[config.mk]
export PLATFORM = sky130hd
export DESIGN_NAME = pmc_port_ctrl
export DESIGN_NICKNAME = d
export VERILOG_FILES = /design/src/verilog/pmc_pkg.sv /design/src/verilog/pmc_port_ctrl.sv
export VERILOG_INCLUDE_DIRS = /design/src /design/src/verilog
export SDC_FILE = /design/constraint.sdc
export NUM_CORES = 1
export LEC_CHECK = 0
export ABC_AREA = 1
export ABC_CLOCK_PERIOD_IN_PS = 5500
export BUFFER_PORTS_ARGS = -buffer_cell sky130_fd_sc_hd__buf_2
export CAP_MARGIN = 20
export CORE_MARGIN = 4
export CORE_UTILIZATION = 25
export DETAILED_ROUTE_END_ITERATION = 6
export GPL_ROUTABILITY_DRIVEN = 0
export PLACE_DENSITY = 0.48
export SYNTH_ARGS = -nofsm -noshare
export SYNTH_HDL_FRONTEND = slang
export SYNTH_SLANG_ARGS = --single-unit
[constraint.sdc]
create_clock -name aclk -period 5.5 [get_ports aclk]
set_clock_uncertainty 0.15 [all_clocks]
set_input_delay 0.55 -clock aclk [delete_from_list [all_inputs] [get_ports aclk]]
set_output_delay 0.55 -clock aclk [all_outputs]
set_load 0.02 [all_outputs]
[src/verilog/pmc_map.svh]
/*
 File holds the register offsets, field positions, reset values and timing
 figures of the port mode controller.
 Assumes it is included by its bare name into packages and modules.
*/
`ifndef PMC_MAP_SVH
`define PMC_MAP_SVH

`define PMC_OFF_CTRL 8'h00
`define PMC_OFF_CMD 8'h04
`define PMC_OFF_STAT 8'h08
`define PMC_OFF_CURR 8'h0c
`define PMC_OFF_POWER 8'h10

`define PMC_CTRL_MODE_LSB 0
`define PMC_CTRL_DET_EN 2
`define PMC_CTRL_CLS_EN 3
`define PMC_CTRL_DISC_EN 4
`define PMC_CTRL_FOUR_PAIR 5
`define PMC_CTRL_AT_MODE 6
`define PMC_CTRL_STRAP 7
`define PMC_CTRL_GLOBAL_RST 31

`define PMC_CMD_DET 0
`define PMC_CMD_DET_CLS 1
`define PMC_CMD_PWR_ON 2
`define PMC_CMD_PWR_OFF 3

`define PMC_STAT_DET_LSB 0
`define PMC_STAT_CLS_LSB 4
`define PMC_STAT_CONN_LSB 8
`define PMC_STAT_PWR_A 10
`define PMC_STAT_PWR_B 11
`define PMC_STAT_START_FAULT 12
`define PMC_STAT_STATE_LSB 16

`define PMC_MODE_OFF 2'h0
`define PMC_MODE_MANUAL 2'h1
`define PMC_MODE_SEMI 2'h2
`define PMC_MODE_AUTO 2'h3

`define PMC_RST_CTRL_FOUR_PAIR 1'h1
`define PMC_RST_CUT 16'h0000
`define PMC_RST_LIM 16'h0000
`define PMC_RST_CHPW 16'h0000
`define PMC_RST_PORTPW 16'h0000

`define PMC_RES_ACCEPT_LO 16'h4268
`define PMC_RES_ACCEPT_HI 16'h7148
`define PMC_MAX_CLASS_SINGLE 4'h8
`define PMC_MAX_CLASS_DUAL 4'h5

`define PMC_HOLD_MS 100
`define PMC_CLK_KHZ 200000

`define PMC_RESP_OKAY 2'h0
`define PMC_RESP_SLVERR 2'h2

`endif

[src/verilog/pmc_pkg.sv]
/*
 File holds the types and the class threshold tables of the port mode
 controller.
 Assumes the map header sits on the include path.
*/
package pmc_pkg;
   `include "pmc_map.svh"

   typedef enum logic [2:0] {PMC_IDLE, PMC_CC, PMC_DET, PMC_CLS, PMC_WAIT, PMC_ON}
      pmc_state_type;

   // Detection result codes and connection results as seen in the status word.
   typedef enum logic [1:0] {DET_UNKNOWN, DET_GOOD, DET_LOW, DET_HIGH} pmc_det_type;
   typedef enum logic [1:0] {CONN_NONE, CONN_SINGLE, CONN_DUAL, CONN_INVALID} pmc_conn_type;

   // Currents are in mA, powers in units of 10 mW, indexed by assigned class.
   localparam logic [15:0] PMC_SS_CUT [1:8] = '{16'h005e, 16'h0096, 16'h0152, 16'h027e,
      16'h0245, 16'h02db, 16'h0339, 16'h03cf};
   localparam logic [15:0] PMC_SS_LIM [1:8] = '{16'h01a9, 16'h01a9, 16'h01a9, 16'h0352,
      16'h0352, 16'h0352, 16'h0427, 16'h048f};
   localparam logic [15:0] PMC_SS_PW [1:8] = '{16'h01e6, 16'h02f4, 16'h0654, 16'h0ca8,
      16'h12ca, 16'h191e, 16'h1f72, 16'h258a};
   localparam logic [15:0] PMC_DS_CUT [1:5] = '{16'h005e, 16'h0096, 16'h0152, 16'h027e,
      16'h03cf};
   localparam logic [15:0] PMC_DS_LIM [1:5] = '{16'h01a9, 16'h01a9, 16'h01a9, 16'h0352,
      16'h048f};
   localparam logic [15:0] PMC_DS_PW [1:5] = '{16'h01e6, 16'h02f4, 16'h0654, 16'h0ca8,
      16'h12ca};

   typedef struct packed {
      pmc_state_type state;
      logic [1:0] mode_act;
      logic cls_want;
      logic [1:0] ctrl_mode;
      logic det_en;
      logic cls_en;
      logic disc_en;
      logic four_pair;
      logic at_mode;
      logic strap;
      logic soft_rst;
      pmc_det_type det_res;
      logic [3:0] cls_res;
      pmc_conn_type conn;
      logic start_fault;
      logic pwr_a;
      logic pwr_b;
      logic cc_start;
      logic det_start;
      logic cls_start;
      logic [15:0] cut;
      logic [15:0] lim;
      logic [15:0] chpw;
      logic [15:0] portpw;
      logic [31:0] hold;
      logic awready;
      logic wready;
      logic bvalid;
      logic [1:0] bresp;
      logic arready;
      logic rvalid;
      logic [1:0] rresp;
      logic [31:0] rdata;
      logic have_aw;
      logic have_w;
      logic [7:0] waddr;
      logic [31:0] wdata;
      logic [3:0] wstrb;
   } pmc_regs_type;
endpackage

[src/verilog/pmc_port_ctrl.sv]
/*
 File holds the per-port operating mode controller with its AXI4-Lite
 register slave.
 Assumes all inputs are synchronous to aclk and that the analog front end
 answers each start pulse with one done pulse carrying its measurement.
*/
`timescale 1ns/1ps

// Summary of operation
// - Mode field selects auto, semi-auto or manual.
// - Mode 00b: no detection, no power.
// - Manual runs one commanded detection, reports status.
// - Manual power on or off anytime.
// - Semi-auto repeats detection, powers on command.
// - Auto powers itself after good detection, class.
// - Only auto loads thresholds from class.
// - Auto via strap at reset or 11b write.
// - Any fault removes power in every mode.
// - Disconnect removes power when enabled; host too.
// - Reset from pin or global reset bit.
// - Strap sampled only during reset.
// - Strapped auto: detect, classify, power, unpower.
// - Single-signature table, classes 1 to 8.
// - Dual-signature table, classes 1 to 5.
// - Dual port power cut sums powered channels.
// - Connection check compares two first-channel currents.
// - Attach or detach during check gives invalid.
// - Four-pair detection starts with check unless legacy.
// - Two-pair skips check, reports single signature.
// - Accept 17k to 29k, reject outside 15k-33k.
// - Semi-auto pauses 100 ms between detections.
// - Power-on needs good detection, else start fault.
module pmc_port_ctrl
   import pmc_pkg::*;
#(
   parameter int unsigned HOLD_CYCLES = `PMC_HOLD_MS * `PMC_CLK_KHZ,
   parameter logic [11:0] CC_TOL = 12'h010,
   parameter logic [11:0] CC_MIN = 12'h004
) (
   input wire logic aclk,
   input wire logic aresetn,
   input wire logic auto_strap_pin,
   input wire logic [7:0] s_axi_awaddr,
   input wire logic s_axi_awvalid,
   output logic s_axi_awready,
   input wire logic [31:0] s_axi_wdata,
   input wire logic [3:0] s_axi_wstrb,
   input wire logic s_axi_wvalid,
   output logic s_axi_wready,
   output logic [1:0] s_axi_bresp,
   output logic s_axi_bvalid,
   input wire logic s_axi_bready,
   input wire logic [7:0] s_axi_araddr,
   input wire logic s_axi_arvalid,
   output logic s_axi_arready,
   output logic [31:0] s_axi_rdata,
   output logic [1:0] s_axi_rresp,
   output logic s_axi_rvalid,
   input wire logic s_axi_rready,
   output logic cc_start,
   input wire logic cc_done,
   input wire logic cc_event,
   input wire logic [11:0] cc_i1,
   input wire logic [11:0] cc_i2,
   output logic det_start,
   input wire logic det_done,
   input wire logic [15:0] det_res_ohm,
   output logic cls_start,
   input wire logic cls_done,
   input wire logic [3:0] cls_result,
   input wire logic [1:0] fault_in,
   input wire logic [1:0] disc_in,
   output logic power_a_en,
   output logic power_b_en,
   output logic [15:0] channel_cut_current,
   output logic [15:0] channel_limit_current,
   output logic [15:0] port_cut_power,
   output logic [15:0] channel_cut_power
);

   if (HOLD_CYCLES < 1 || CC_MIN == 12'h000) begin : g_bad_param
      $error("pmc_port_ctrl: HOLD_CYCLES and CC_MIN must be nonzero");
   end

   pmc_regs_type r;
   pmc_regs_type n;
   logic [3:0] cmd;
   logic clr_fault;
   logic launch;
   logic fin;
   logic dual;
   logic [1:0] ch_off;
   logic [31:0] wv;
   logic [47:0] thr;

   function automatic logic [31:0] merge(input logic [31:0] old, input logic [31:0] val,
                                         input logic [3:0] strb);
      logic [31:0] res;
      res = old;
      for (int i = 0; i < 4; i++) begin
         if (strb[i]) begin
            res[i*8 +: 8] = val[i*8 +: 8];
         end
      end
      return res;
   endfunction

   function automatic logic class_ok(input logic [3:0] c, input logic is_dual);
      return (c != 4'h0) && (c <= (is_dual ? `PMC_MAX_CLASS_DUAL : `PMC_MAX_CLASS_SINGLE));
   endfunction

   // Returns {cut current, limit current, power cut} for a valid class.
   function automatic logic [47:0] lookup(input logic [3:0] c, input logic is_dual);
      logic [47:0] res;
      res = '0;
      if (is_dual) begin
         if (class_ok(c, 1'b1)) begin
            res = {PMC_DS_CUT[c], PMC_DS_LIM[c], PMC_DS_PW[c]};
         end
      end else begin
         if (class_ok(c, 1'b0)) begin
            res = {PMC_SS_CUT[c], PMC_SS_LIM[c], PMC_SS_PW[c]};
         end
      end
      return res;
   endfunction

   // The strap is read only here, at reset time. Afterwards it is ignored.
   function automatic pmc_regs_type reset_val(input logic strap);
      pmc_regs_type v;
      v = '0;
      v.strap = strap;
      v.ctrl_mode = strap ? `PMC_MODE_AUTO : `PMC_MODE_OFF;
      v.det_en = strap;
      v.cls_en = strap;
      v.disc_en = strap;
      v.four_pair = `PMC_RST_CTRL_FOUR_PAIR;
      v.cut = `PMC_RST_CUT;
      v.lim = `PMC_RST_LIM;
      v.chpw = `PMC_RST_CHPW;
      v.portpw = `PMC_RST_PORTPW;
      v.awready = 1'b1;
      v.wready = 1'b1;
      v.arready = 1'b1;
      return v;
   endfunction

   function automatic logic [31:0] ctrl_word(input pmc_regs_type s);
      logic [31:0] w;
      w = '0;
      w[`PMC_CTRL_MODE_LSB +: 2] = s.ctrl_mode;
      w[`PMC_CTRL_DET_EN] = s.det_en;
      w[`PMC_CTRL_CLS_EN] = s.cls_en;
      w[`PMC_CTRL_DISC_EN] = s.disc_en;
      w[`PMC_CTRL_FOUR_PAIR] = s.four_pair;
      w[`PMC_CTRL_AT_MODE] = s.at_mode;
      w[`PMC_CTRL_STRAP] = s.strap;
      return w;
   endfunction

   always_comb begin
      n = r;
      cmd = '0;
      clr_fault = 1'b0;
      launch = 1'b0;
      fin = 1'b0;
      wv = '0;
      thr = '0;
      n.cc_start = 1'b0;
      n.det_start = 1'b0;
      n.cls_start = 1'b0;

      // Write address and data are taken independently; the answer waits for both.
      if (r.awready && s_axi_awvalid) begin
         n.awready = 1'b0;
         n.have_aw = 1'b1;
         n.waddr = s_axi_awaddr;
      end
      if (r.wready && s_axi_wvalid) begin
         n.wready = 1'b0;
         n.have_w = 1'b1;
         n.wdata = s_axi_wdata;
         n.wstrb = s_axi_wstrb;
      end
      if (r.have_aw && r.have_w && !r.bvalid) begin
         n.have_aw = 1'b0;
         n.have_w = 1'b0;
         n.bvalid = 1'b1;
         n.bresp = `PMC_RESP_OKAY;
         case (r.waddr)
            `PMC_OFF_CTRL: begin
               wv = merge(ctrl_word(r), r.wdata, r.wstrb);
               n.ctrl_mode = wv[`PMC_CTRL_MODE_LSB +: 2];
               n.det_en = wv[`PMC_CTRL_DET_EN];
               n.cls_en = wv[`PMC_CTRL_CLS_EN];
               n.disc_en = wv[`PMC_CTRL_DISC_EN];
               n.four_pair = wv[`PMC_CTRL_FOUR_PAIR];
               n.at_mode = wv[`PMC_CTRL_AT_MODE];
               n.soft_rst = wv[`PMC_CTRL_GLOBAL_RST];
            end
            `PMC_OFF_CMD: begin
               wv = merge('0, r.wdata, r.wstrb);
               cmd = wv[3:0];
            end
            `PMC_OFF_STAT: begin
               wv = merge('0, r.wdata, r.wstrb);
               clr_fault = wv[`PMC_STAT_START_FAULT];
            end
            `PMC_OFF_CURR: begin
               wv = merge({r.lim, r.cut}, r.wdata, r.wstrb);
               n.cut = wv[15:0];
               n.lim = wv[31:16];
            end
            `PMC_OFF_POWER: begin
               wv = merge({r.chpw, r.portpw}, r.wdata, r.wstrb);
               n.portpw = wv[15:0];
               n.chpw = wv[31:16];
            end
            default: begin
               n.bresp = `PMC_RESP_SLVERR;
            end
         endcase
      end
      if (r.bvalid && s_axi_bready) begin
         n.bvalid = 1'b0;
         n.awready = 1'b1;
         n.wready = 1'b1;
      end

      if (r.arready && s_axi_arvalid) begin
         n.arready = 1'b0;
         n.rvalid = 1'b1;
         n.rresp = `PMC_RESP_OKAY;
         n.rdata = '0;
         case (s_axi_araddr)
            `PMC_OFF_CTRL: n.rdata = ctrl_word(r);
            `PMC_OFF_CMD: n.rdata = '0;
            `PMC_OFF_STAT: begin
               n.rdata[`PMC_STAT_DET_LSB +: 2] = r.det_res;
               n.rdata[`PMC_STAT_CLS_LSB +: 4] = r.cls_res;
               n.rdata[`PMC_STAT_CONN_LSB +: 2] = r.conn;
               n.rdata[`PMC_STAT_PWR_A] = r.pwr_a;
               n.rdata[`PMC_STAT_PWR_B] = r.pwr_b;
               n.rdata[`PMC_STAT_START_FAULT] = r.start_fault;
               n.rdata[`PMC_STAT_STATE_LSB +: 3] = r.state;
            end
            `PMC_OFF_CURR: n.rdata = {r.lim, r.cut};
            `PMC_OFF_POWER: n.rdata = {r.chpw, r.portpw};
            default: n.rresp = `PMC_RESP_SLVERR;
         endcase
      end
      if (r.rvalid && s_axi_rready) begin
         n.rvalid = 1'b0;
         n.arready = 1'b1;
      end

      if (clr_fault) begin
         n.start_fault = 1'b0;
      end

      case (r.state)
         PMC_IDLE: begin
            n.mode_act = r.ctrl_mode;
            if (r.ctrl_mode == `PMC_MODE_MANUAL) begin
               if (cmd[`PMC_CMD_DET] || cmd[`PMC_CMD_DET_CLS]) begin
                  launch = 1'b1;
                  n.cls_want = cmd[`PMC_CMD_DET_CLS];
               end
            end else if (r.ctrl_mode[1] && r.det_en) begin
               launch = 1'b1;
               n.cls_want = r.cls_en;
            end
            if (launch) begin
               n.det_res = DET_UNKNOWN;
               n.cls_res = 4'h0;
               if (r.four_pair && !r.at_mode) begin
                  n.state = PMC_CC;
                  n.cc_start = 1'b1;
                  n.conn = CONN_NONE;
               end else begin
                  n.state = PMC_DET;
                  n.det_start = 1'b1;
                  n.conn = CONN_SINGLE;
               end
            end
         end
         PMC_CC: begin
            if (cc_done) begin
               // A second reading pulled down by the aggressor more than CC_TOL below the first means one shared signature.
               if (cc_event || cc_i1 < CC_MIN) begin
                  n.conn = CONN_INVALID;
                  fin = 1'b1;
               end else begin
                  if ({1'b0, cc_i1} > {1'b0, cc_i2} + {1'b0, CC_TOL}) begin
                     n.conn = CONN_SINGLE;
                  end else begin
                     n.conn = CONN_DUAL;
                  end
                  n.state = PMC_DET;
                  n.det_start = 1'b1;
               end
            end
         end
         PMC_DET: begin
            if (det_done) begin
               if (det_res_ohm < `PMC_RES_ACCEPT_LO) begin
                  n.det_res = DET_LOW;
               end else if (det_res_ohm > `PMC_RES_ACCEPT_HI) begin
                  n.det_res = DET_HIGH;
               end else begin
                  n.det_res = DET_GOOD;
               end
               if (n.det_res == DET_GOOD && r.cls_want) begin
                  n.state = PMC_CLS;
                  n.cls_start = 1'b1;
               end else begin
                  fin = 1'b1;
               end
            end
         end
         PMC_CLS: begin
            if (cls_done) begin
               n.cls_res = cls_result;
               fin = 1'b1;
            end
         end
         PMC_WAIT: begin
            n.hold = r.hold + 32'h0000_0001;
            if (r.hold >= HOLD_CYCLES - 1) begin
               n.state = PMC_IDLE;
            end
         end
         PMC_ON: ;
         default: begin
            n.state = PMC_IDLE;
         end
      endcase

      if (fin) begin
         dual = (n.conn == CONN_DUAL);
         if (r.mode_act == `PMC_MODE_AUTO && n.det_res == DET_GOOD
             && class_ok(n.cls_res, dual)) begin
            thr = lookup(n.cls_res, dual);
            n.cut = thr[47:32];
            n.lim = thr[31:16];
            if (dual) begin
               n.chpw = thr[15:0];
            end else begin
               n.portpw = thr[15:0];
            end
            n.pwr_a = 1'b1;
            n.pwr_b = r.four_pair;
            n.state = PMC_ON;
         end else if (r.mode_act == `PMC_MODE_MANUAL) begin
            n.state = PMC_IDLE;
         end else begin
            n.state = PMC_WAIT;
            n.hold = '0;
         end
      end else begin
         dual = (r.conn == CONN_DUAL);
      end

      // A host power-on preempts a cycle in progress once its detection result is good.
      if (cmd[`PMC_CMD_PWR_ON] && r.ctrl_mode != `PMC_MODE_OFF) begin
         if (r.det_res == DET_GOOD) begin
            n.pwr_a = 1'b1;
            n.pwr_b = r.four_pair;
            n.state = PMC_ON;
         end else begin
            n.start_fault = 1'b1;
         end
      end

      // Removal wins over any power-on in the same cycle for safety.
      ch_off = fault_in | (r.disc_en ? disc_in : 2'h0);
      if (!dual && ch_off != 2'h0) begin
         ch_off = 2'h3;
      end
      if (cmd[`PMC_CMD_PWR_OFF]) begin
         ch_off = 2'h3;
      end
      if (ch_off[0]) begin
         n.pwr_a = 1'b0;
      end
      if (ch_off[1]) begin
         n.pwr_b = 1'b0;
      end
      if (n.state == PMC_ON && !n.pwr_a && !n.pwr_b) begin
         n.state = PMC_IDLE;
      end

      if (dual) begin
         n.portpw = (n.pwr_a ? n.chpw : 16'h0000) + (n.pwr_b ? n.chpw : 16'h0000);
      end

      // Shutdown is applied at once, since leaving a port powered is the hazard.
      if (r.ctrl_mode == `PMC_MODE_OFF) begin
         n.pwr_a = 1'b0;
         n.pwr_b = 1'b0;
         n.state = PMC_IDLE;
         n.cc_start = 1'b0;
         n.det_start = 1'b0;
         n.cls_start = 1'b0;
      end

      // The global reset keeps the bus handshake so the pending answer completes.
      if (r.soft_rst) begin
         n = reset_val(auto_strap_pin);
         n.awready = r.awready || (r.bvalid && s_axi_bready);
         n.wready = r.wready || (r.bvalid && s_axi_bready);
         n.bvalid = r.bvalid && !s_axi_bready;
         n.bresp = r.bresp;
         n.arready = r.arready ? !s_axi_arvalid : (r.rvalid && s_axi_rready);
         n.rvalid = r.rvalid ? !s_axi_rready : (r.arready && s_axi_arvalid);
         n.rdata = (r.arready && s_axi_arvalid) ? '0 : r.rdata;
      end
   end

   always_ff @(posedge aclk) begin
      if (!aresetn) begin
         r <= reset_val(auto_strap_pin);
      end else begin
         r <= n;
      end
   end

   assign s_axi_awready = r.awready;
   assign s_axi_wready = r.wready;
   assign s_axi_bresp = r.bresp;
   assign s_axi_bvalid = r.bvalid;
   assign s_axi_arready = r.arready;
   assign s_axi_rdata = r.rdata;
   assign s_axi_rresp = r.rresp;
   assign s_axi_rvalid = r.rvalid;
   assign cc_start = r.cc_start;
   assign det_start = r.det_start;
   assign cls_start = r.cls_start;
   assign power_a_en = r.pwr_a;
   assign power_b_en = r.pwr_b;
   assign channel_cut_current = r.cut;
   assign channel_limit_current = r.lim;
   assign port_cut_power = r.portpw;
   assign channel_cut_power = r.chpw;

endmodule

# [Yosys cells after proc, flatten, opt, wreduce, memory -nomap -nowiden]
# Memory sizes are Yosys's and may differ from the RTL's.
# Index checks and enable logic that the tools add are counted.
[classes] n_addsub=3 order_cmp=10 eq_ne=27 muxes=137 bitwise=11 n_reduce_logical=58
[ops] operator="206-bit two-way mux" n=2
[ops] operator="16-bit two-way mux" n=17
[ops] operator="32-bit two-way mux" n=6
[ops] operator="48-bit two-way mux" n=3
[ops] operator="64-bit two-way mux" n=2
[ops] operator="96-bit two-way mux" n=1
[ops] operator="8-bit two-way mux" n=11
[ops] operator="36-bit two-way mux" n=2
[ops] operator="2-bit two-way mux" n=21
[ops] operator="3-bit two-way mux" n=14
[ops] operator="1-bit two-way mux" n=36
[ops] operator="9-bit case mux with 4 select lines" n=1
[ops] operator="32-bit by 1-bit adder with 32-bit output, second input constant" n=1
[ops] operator="8-bit by 4-bit equality test with 1-bit output, second input constant" n=4
[ops] operator="32-bit by 25-bit >= comparator with 1-bit output, second input constant" n=1
[ops] operator="13-bit case mux with 2 select lines" n=1
[ops] operator="5-bit OR reduction" n=5
[ops] operator="7-bit two-way mux" n=3
[ops] operator="1-bit logical AND" n=20
[ops] operator="4-bit two-way mux" n=5
[ops] operator="16-bit adder" n=1
[ops] operator="8-bit by 3-bit equality test with 1-bit output, second input constant" n=2
[ops] operator="8-bit by 5-bit equality test with 1-bit output, second input constant" n=2
[ops] operator="16-bit by 15-bit greater-than comparator with 1-bit output, second input constant" n=1
[ops] operator="42 further kinds" n=84
[totals] register_bits=212 romBits=1152 inputBits=112 wordCells=290 n_memories=6
[memory_table] name="(no name shown)" words=16 width=16 read_ports=1 rd_ports_with_merged_regs=0 wr=0 line_no="pmc_port_ctrl.sv:122" rtl="res = {PMC_SS_CUT[c], PMC_SS_LIM[c], PMC_SS_PW[c]};"
[memory_table] name="(no name shown)" words=16 width=16 read_ports=1 rd_ports_with_merged_regs=0 wr=0 line_no="pmc_port_ctrl.sv:122"
[memory_table] name="(no name shown)" words=16 width=16 read_ports=1 rd_ports_with_merged_regs=0 wr=0 line_no="pmc_port_ctrl.sv:122"
[memory_table] name="(no name shown)" words=8 width=16 read_ports=1 rd_ports_with_merged_regs=0 wr=0 line_no="pmc_port_ctrl.sv:118" rtl="res = {PMC_DS_CUT[c], PMC_DS_LIM[c], PMC_DS_PW[c]};"
[memory_table] name="(no name shown)" words=8 width=16 read_ports=1 rd_ports_with_merged_regs=0 wr=0 line_no="pmc_port_ctrl.sv:118"
[memory_table] name="(no name shown)" words=8 width=16 read_ports=1 rd_ports_with_merged_regs=0 wr=0 line_no="pmc_port_ctrl.sv:118"

# [Logic depth before layout (Yosys ltp)]
[depth] ltp_word=24 mapped_depth=50 ltp_nobuf=50

# [Worst setup path after synthesis]
# OpenSTA, ideal clock, no wires.
[synth_path] path_kind="input to register" from="in cc_i2[4]" to="reg r, in the netlist port_cut_power[14]" setup_ns=0.132 arrival_time_ns=5.677 t_required_ns=5.218 slack_ns=-0.460 path_stages=48 path_buffers=1 cell_sequence="ha_1 -> nand2_1 -> nor2_1 -> nand3_1 -> xor2_1 -> ha_1 -> nand2_1 -> nand2_1 -> nand2_1 -> nand2_1 -> nand2_1 -> inv_1 -> nor2_1 -> nand2_1 -> nand3_1 -> nand2_1 -> a21oi_2 -> nand2_2 -> [... 12 more ...] -> inv_1 -> fa_1 -> inv_1 -> nand2_1 -> nand2_1 -> a21oi_1 -> o221ai_1 -> nand2_1 -> nand2_1 -> a21oi_1 -> o21ai_0 -> nand2_1 -> nand2_1 -> nand2_1 -> nand2_1 -> a21oi_1 -> o21ai_0 -> a21oi_1"
[synth_between] elab_chain_cells=19 word_cells_on_any_way=31 cone_classes="add/sub: 2; order compare: 2; eq/ne: 1; mux: 22; reduce/logical: 4"
[synth_lines] item="start, declared" line_no="pmc_port_ctrl.sv:64" rtl="input wire logic [11:0] cc_i2,"
[synth_lines] item="12-bit by 5-bit adder with 13-bit output (*)" line_no="pmc_port_ctrl.sv:294" rtl="if ({1'b0, cc_i1} > {1'b0, cc_i2} + {1'b0, CC_TOL}) begin"
[synth_lines] item="12-bit by 13-bit greater-than comparator with 1-bit output (*)" line_no="pmc_port_ctrl.sv:294"
[synth_lines] item="2-bit two-way mux (*)" line_no="pmc_port_ctrl.sv:294"
[synth_lines] item="2-bit two-way mux (*)" line_no="pmc_port_ctrl.sv:290" rtl="if (cc_event || cc_i1 < CC_MIN) begin"
[synth_lines] item="2-bit two-way mux (*)" line_no="pmc_port_ctrl.sv:288" rtl="if (cc_done) begin"
[synth_lines] item="2-bit case mux with 2 select lines (*)" line_no="pmc_port_ctrl.sv:261" rtl="case (r.state)"
[synth_lines] item="2-bit equality test (*)" line_no="pmc_port_ctrl.sv:340" rtl="dual = (n.conn == CONN_DUAL);"
[synth_lines] item="4-bit two-way mux (no source line)"
[synth_lines] item="[... 3 more ...]"
[synth_lines] item="2-bit two-way mux" line_no="pmc_port_ctrl.sv:341" rtl="if (r.mode_act == `PMC_MODE_AUTO && n.det_res == DET_GOOD"
[synth_lines] item="2-bit two-way mux" line_no="pmc_port_ctrl.sv:339" rtl="if (fin) begin"
[synth_lines] item="2-bit two-way mux" line_no="pmc_port_ctrl.sv:366" rtl="if (r.det_res == DET_GOOD) begin"
[synth_lines] item="3-bit two-way mux" line_no="pmc_port_ctrl.sv:365" rtl="if (cmd[`PMC_CMD_PWR_ON] && r.ctrl_mode != `PMC_MODE_OFF) begin"
[synth_lines] item="1-bit two-way mux (on tied branches)" line_no="pmc_port_ctrl.sv:383, pmc_port_ctrl.sv:386"
[synth_lines] item="16-bit two-way mux" line_no="pmc_port_ctrl.sv:394" rtl="n.portpw = (n.pwr_a ? n.chpw : 16'h0000) + (n.pwr_b ? n.chpw : 16'h0000);"
[synth_lines] item="16-bit adder" line_no="pmc_port_ctrl.sv:394"
[synth_lines] item="16-bit two-way mux (*)" line_no="pmc_port_ctrl.sv:393" rtl="if (dual) begin"
[synth_lines] item="end signal, assigned" line_no="pmc_port_ctrl.sv:422" rtl="r <= reset_val(auto_strap_pin);"
[synth_lines] item="end signal, assigned" line_no="pmc_port_ctrl.sv:424" rtl="r <= n;"
[synth_lines] item="end, declared" line_no="pmc_port_ctrl.sv:85" rtl="pmc_regs_type r;"
# Mark *: on every way between the ends. The rest lies on a longest branch, timed or not.
# A chain may end at the register's enable or synchronous reset.

# [Worst setup path after layout]
[layout_path] from="in cc_i2[5]" to="reg r, in the netlist port_cut_power[13]"
# Same word-level chain as after synthesis.

==> impl_metrics.yaml <==
run_status:
  outcome: "finished, final reports clean"
sta:
  finalSetupViolations: 0
  fin_crit_sh_pct: 97.6
  hold_viol_final: 0
  timing_worst_slew_pin_value_ns: 0.703
  final_max_slew_viol_count: 0
  grt_setup_unrepaired: "true"
  setup_total_negative_slack_ns: 0
  max_slew_margin_pct: 53.0
  clock.fmax_ghz: 0.186
  final.min_clock_period_ns: 5.37
cells_and_area:
  nFillCells: 5584
  share_of_final_layout_standard_cells_stronger_than_drive_strength_1_pct: 25.4
  nets: 2184
  area.growth.synth_to_final_pct: 23.6
setup_path:
  slowest_stage: "sky130_fd_sc_hd__ha_1"
  reg2reg_from: "r[42]$_SDFFE_PP0P_"
  r2r.worst_path.cells: 40
  cp_slowest_stage_delay_ns: 0.33
  cp-start-kind: "input port"
  most_frequent_cp_cell: "sky130_fd_sc_hd__nand2_2"
  rrSetupSlack_ns: 0.22
  timing.setup.critical_path_class: "in -> reg"
  critical_path_arrival_ns: 5.70
  required_time_worst_endpoint_ns: 5.83
  rr_endpoint: "port_cut_power[13]$_SDFF_PP0_"
  critical_path_peak_fanout: 6
  endpoint_kind: "register"
job:
  max_cap_viol_count: 0
placed_design:
  io_buffer_count: 219
  post-dp-hpwl_um: 39500
logic_synthesis:
  synthCells: 1823
  synth_top_cells_by_area: "sky130_fd_sc_hd__dfxtp_1 (32%), sky130_fd_sc_hd__nand2_1 (9.7%), sky130_fd_sc_hd__nor2_1 (7.9%)"
  synth.yosys.warnings: 0
  ys_ff_latch: 210
  share_of_yosys_cell_area_claimed_by_the_top_area_cell_type_pct: 32.4
  ys_async_sr_fraction_pct: 0
  ys_seq_area_share_pct: 33.8
  synth_commonest_cells: "sky130_fd_sc_hd__nand2_1 (326), sky130_fd_sc_hd__nor2_1 (267), sky130_fd_sc_hd__dfxtp_1 (204)"
  synth-edff-count: 6
  mean_syn_cell_area_um2: 6.92
  synth.cell_area_mm2: 0.0126
  yosys.cell_count.top_type: "sky130_fd_sc_hd__nand2_1"
  yosys.area.top_type: "sky130_fd_sc_hd__dfxtp_1"
  synth_top_flop_cell: "sky130_fd_sc_hd__dfxtp_1"
  synth_cell_types: 66
power_and_ir_drop:
  power_density_of_the_placed_cells_mw_per_mm2: 239
  power.total_mw: 3.73
  max-vdd-ir-drop_v: 0.000180
  p_leak_nw: 6.73
global_routing:
  vias_in_the_first_global_route: 12256
  global_route.usage.total_pct: 17.3
  maximum_number_of_pins_on_one_net_before_global_route_repair: 50
  antenna_found_initial: 0
  wire_length_of_the_first_global_routing_pass_um: 72800
  overall_overflow_remaining_after_global_route: 0
routing:
  postRouteAntennaNets: 0
  detailedRoute.firstPassIterationCount: 7
  avgRoutedWirePerCell_um: 18.1
  postRouteWirelength_um: 49300
  via_per_inst: 4.70
  detailed_route_via_count: 12804
  post-route-drc-count: 0
  first_iter_violations: 937
clocking:
  cts_made_buffers: 26
  cts_tree: "done"
  clock_path_buffers: 3
  clock_pin_slew_of_the_registers_on_the_worst_case_setup_and_hold_paths_ns: 0.06
  worstSkewPairLatency_ns: 0.55
  cts.root.buffer_cell: "sky130_fd_sc_hd__clkbuf_16"
  cts_sinks: 210
  htreeDepth: 1
floorplan:
  std_cell_rows: 82
  fp.dieArea_mm2: 0.0541
  initial_standard_cell_utilization_of_the_core_pct: 25.2
  die_height_um: 233
  core_mm2: 0.0501
  die_w_um: 233
  io_pins: 222
hold_path:
  min_delay_worst_endpoint: "s_axi_arready$_SDFFE_PN1P_"
  min-delay-path-class: "in -> reg"
  timing.hold.worst_path_depth: 2
  worst_hold_startpoint: "s_axi_arvalid"
## per-layer routing
metal	routed length [um]	vias to the layer above	global-route usage, %	share of wire (%)
met3	3190	77	2.46	6.5
met5	0	-	0	0
li1	-	6308	-	-
met2	22700	434	28.5	46
met4	1360	0	4.80	2.8
met1	22100	5985	23.5	45
## placed cells by master, fill, tap and decap left out, drive strengths merged, types with 12 or more instances in the layout
cell	count
ha	41
xor2	17
nand4	14
clkbuf	36
a21oi	136
buf	332
nor2	289
a22oi	14
o21ai	133
nand3	73
clkinv	13
nor3	25
o22ai	27
inv	218
nand2	342
o211ai	22
dfxtp	204
xnor2	12
## flip-flops by register name, indices dropped and copies added (netlist names), 16 cells and up
name                   cells
channel_cut_power         16
port_cut_power            16
channel_limit_current     16
s_axi_rdata               32
channel_cut_current       16
r                        102
## cell type report
| type | instances | area (um^2) | area share, % |
|---|---|---|---|
| Inverter | 225 | 853 | 5.47 |
| Multi-Input combinational cell | 1235 | 6780 | 43.5 |
| Timing Repair Buffer | 332 | 1970 | 12.6 |
| Tap cell | 672 | 841 | 5.39 |
| Clock inverter | 11 | 130 | 0.835 |
| Sequential cell | 210 | 4260 | 27.4 |
| Clock buffer | 36 | 748 | 4.80 |
| Antenna cell | 1 | 2.50 | 0.0161 |
## logic make-up after synthesis
kind of cell,after synthesis,synth area share [%]
simple gates,770,27.0
compound gates,392,18.5
buf+inv,379,14.4
flops,210,33.8
fa+ha+maj,42,4.22
xor+xnor,29,2.01
other cells,1,0.0297
## where the power goes
group / switching, mW / total (mW) / internal [mW]
Combinational: 0.245 / 0.377 / 0.132
Sequential: 0.0333 / 1.61 / 1.57
Clock: 0.703 / 1.75 / 1.05
Total: 0.981 / 3.73 / 2.75
## worst max-delay path: cells and delay by family
family | cells | cell delay (ns)
adder cells (fa/ha/maj) | 4 | 0.99
AO/OA/AOI/OAI | 10 | 1.57
AND/OR/NAND/NOR | 23 | 2.02
buffers and inverters | 5 | 0.45
XOR/XNOR | 1 | 0.11
## worst max-delay path by stage
stage | start | endpoint | slack (ns)
global placement | cc_i2[4] | port_cut_power[14]$_SDFF_PP0_ | -0.48
global route | cc_i2[5] | port_cut_power[13]$_SDFF_PP0_ | -0.28
detailed placement | cc_i2[4] | port_cut_power[13]$_SDFF_PP0_ | -0.55
CTS | cc_i2[4] | port_cut_power[13]$_SDFF_PP0_ | 0.02
finish | cc_i2[5] | port_cut_power[13]$_SDFF_PP0_ | 0.13
floorplan | cc_i2[4] | port_cut_power[13]$_SDFF_PP0_ | -0.19
## stage by stage
stage | utilization, % | setup slack, ns | hold WS, ns | instance area (um^2) | std cells
2_1_floorplan | - | -0.188 | 0.279 | 12700 | 1824
3_3_place_gp | 29.0 | -0.476 | 0.289 | 14500 | 2670
3_5_place_dp | 29.0 | -0.552 | 0.296 | 14500 | 2670
4_1_cts | 30.7 | 0.0168 | 0.0304 | 15400 | 2717
5_1_grt | 31.1 | -0.284 | 0.0350 | 15600 | 2721
6_report | 31.1 | 0.131 | 0.0407 | 15600 | 2722
## what timing repair did
item	in CTS	in global routing
endpoints found under the setup margin	0	11
hold buffers	0	0
buffers inserted	0	4
gates resized for setup	0	50
No activity file was read; power rests on OpenSTA's default activity.
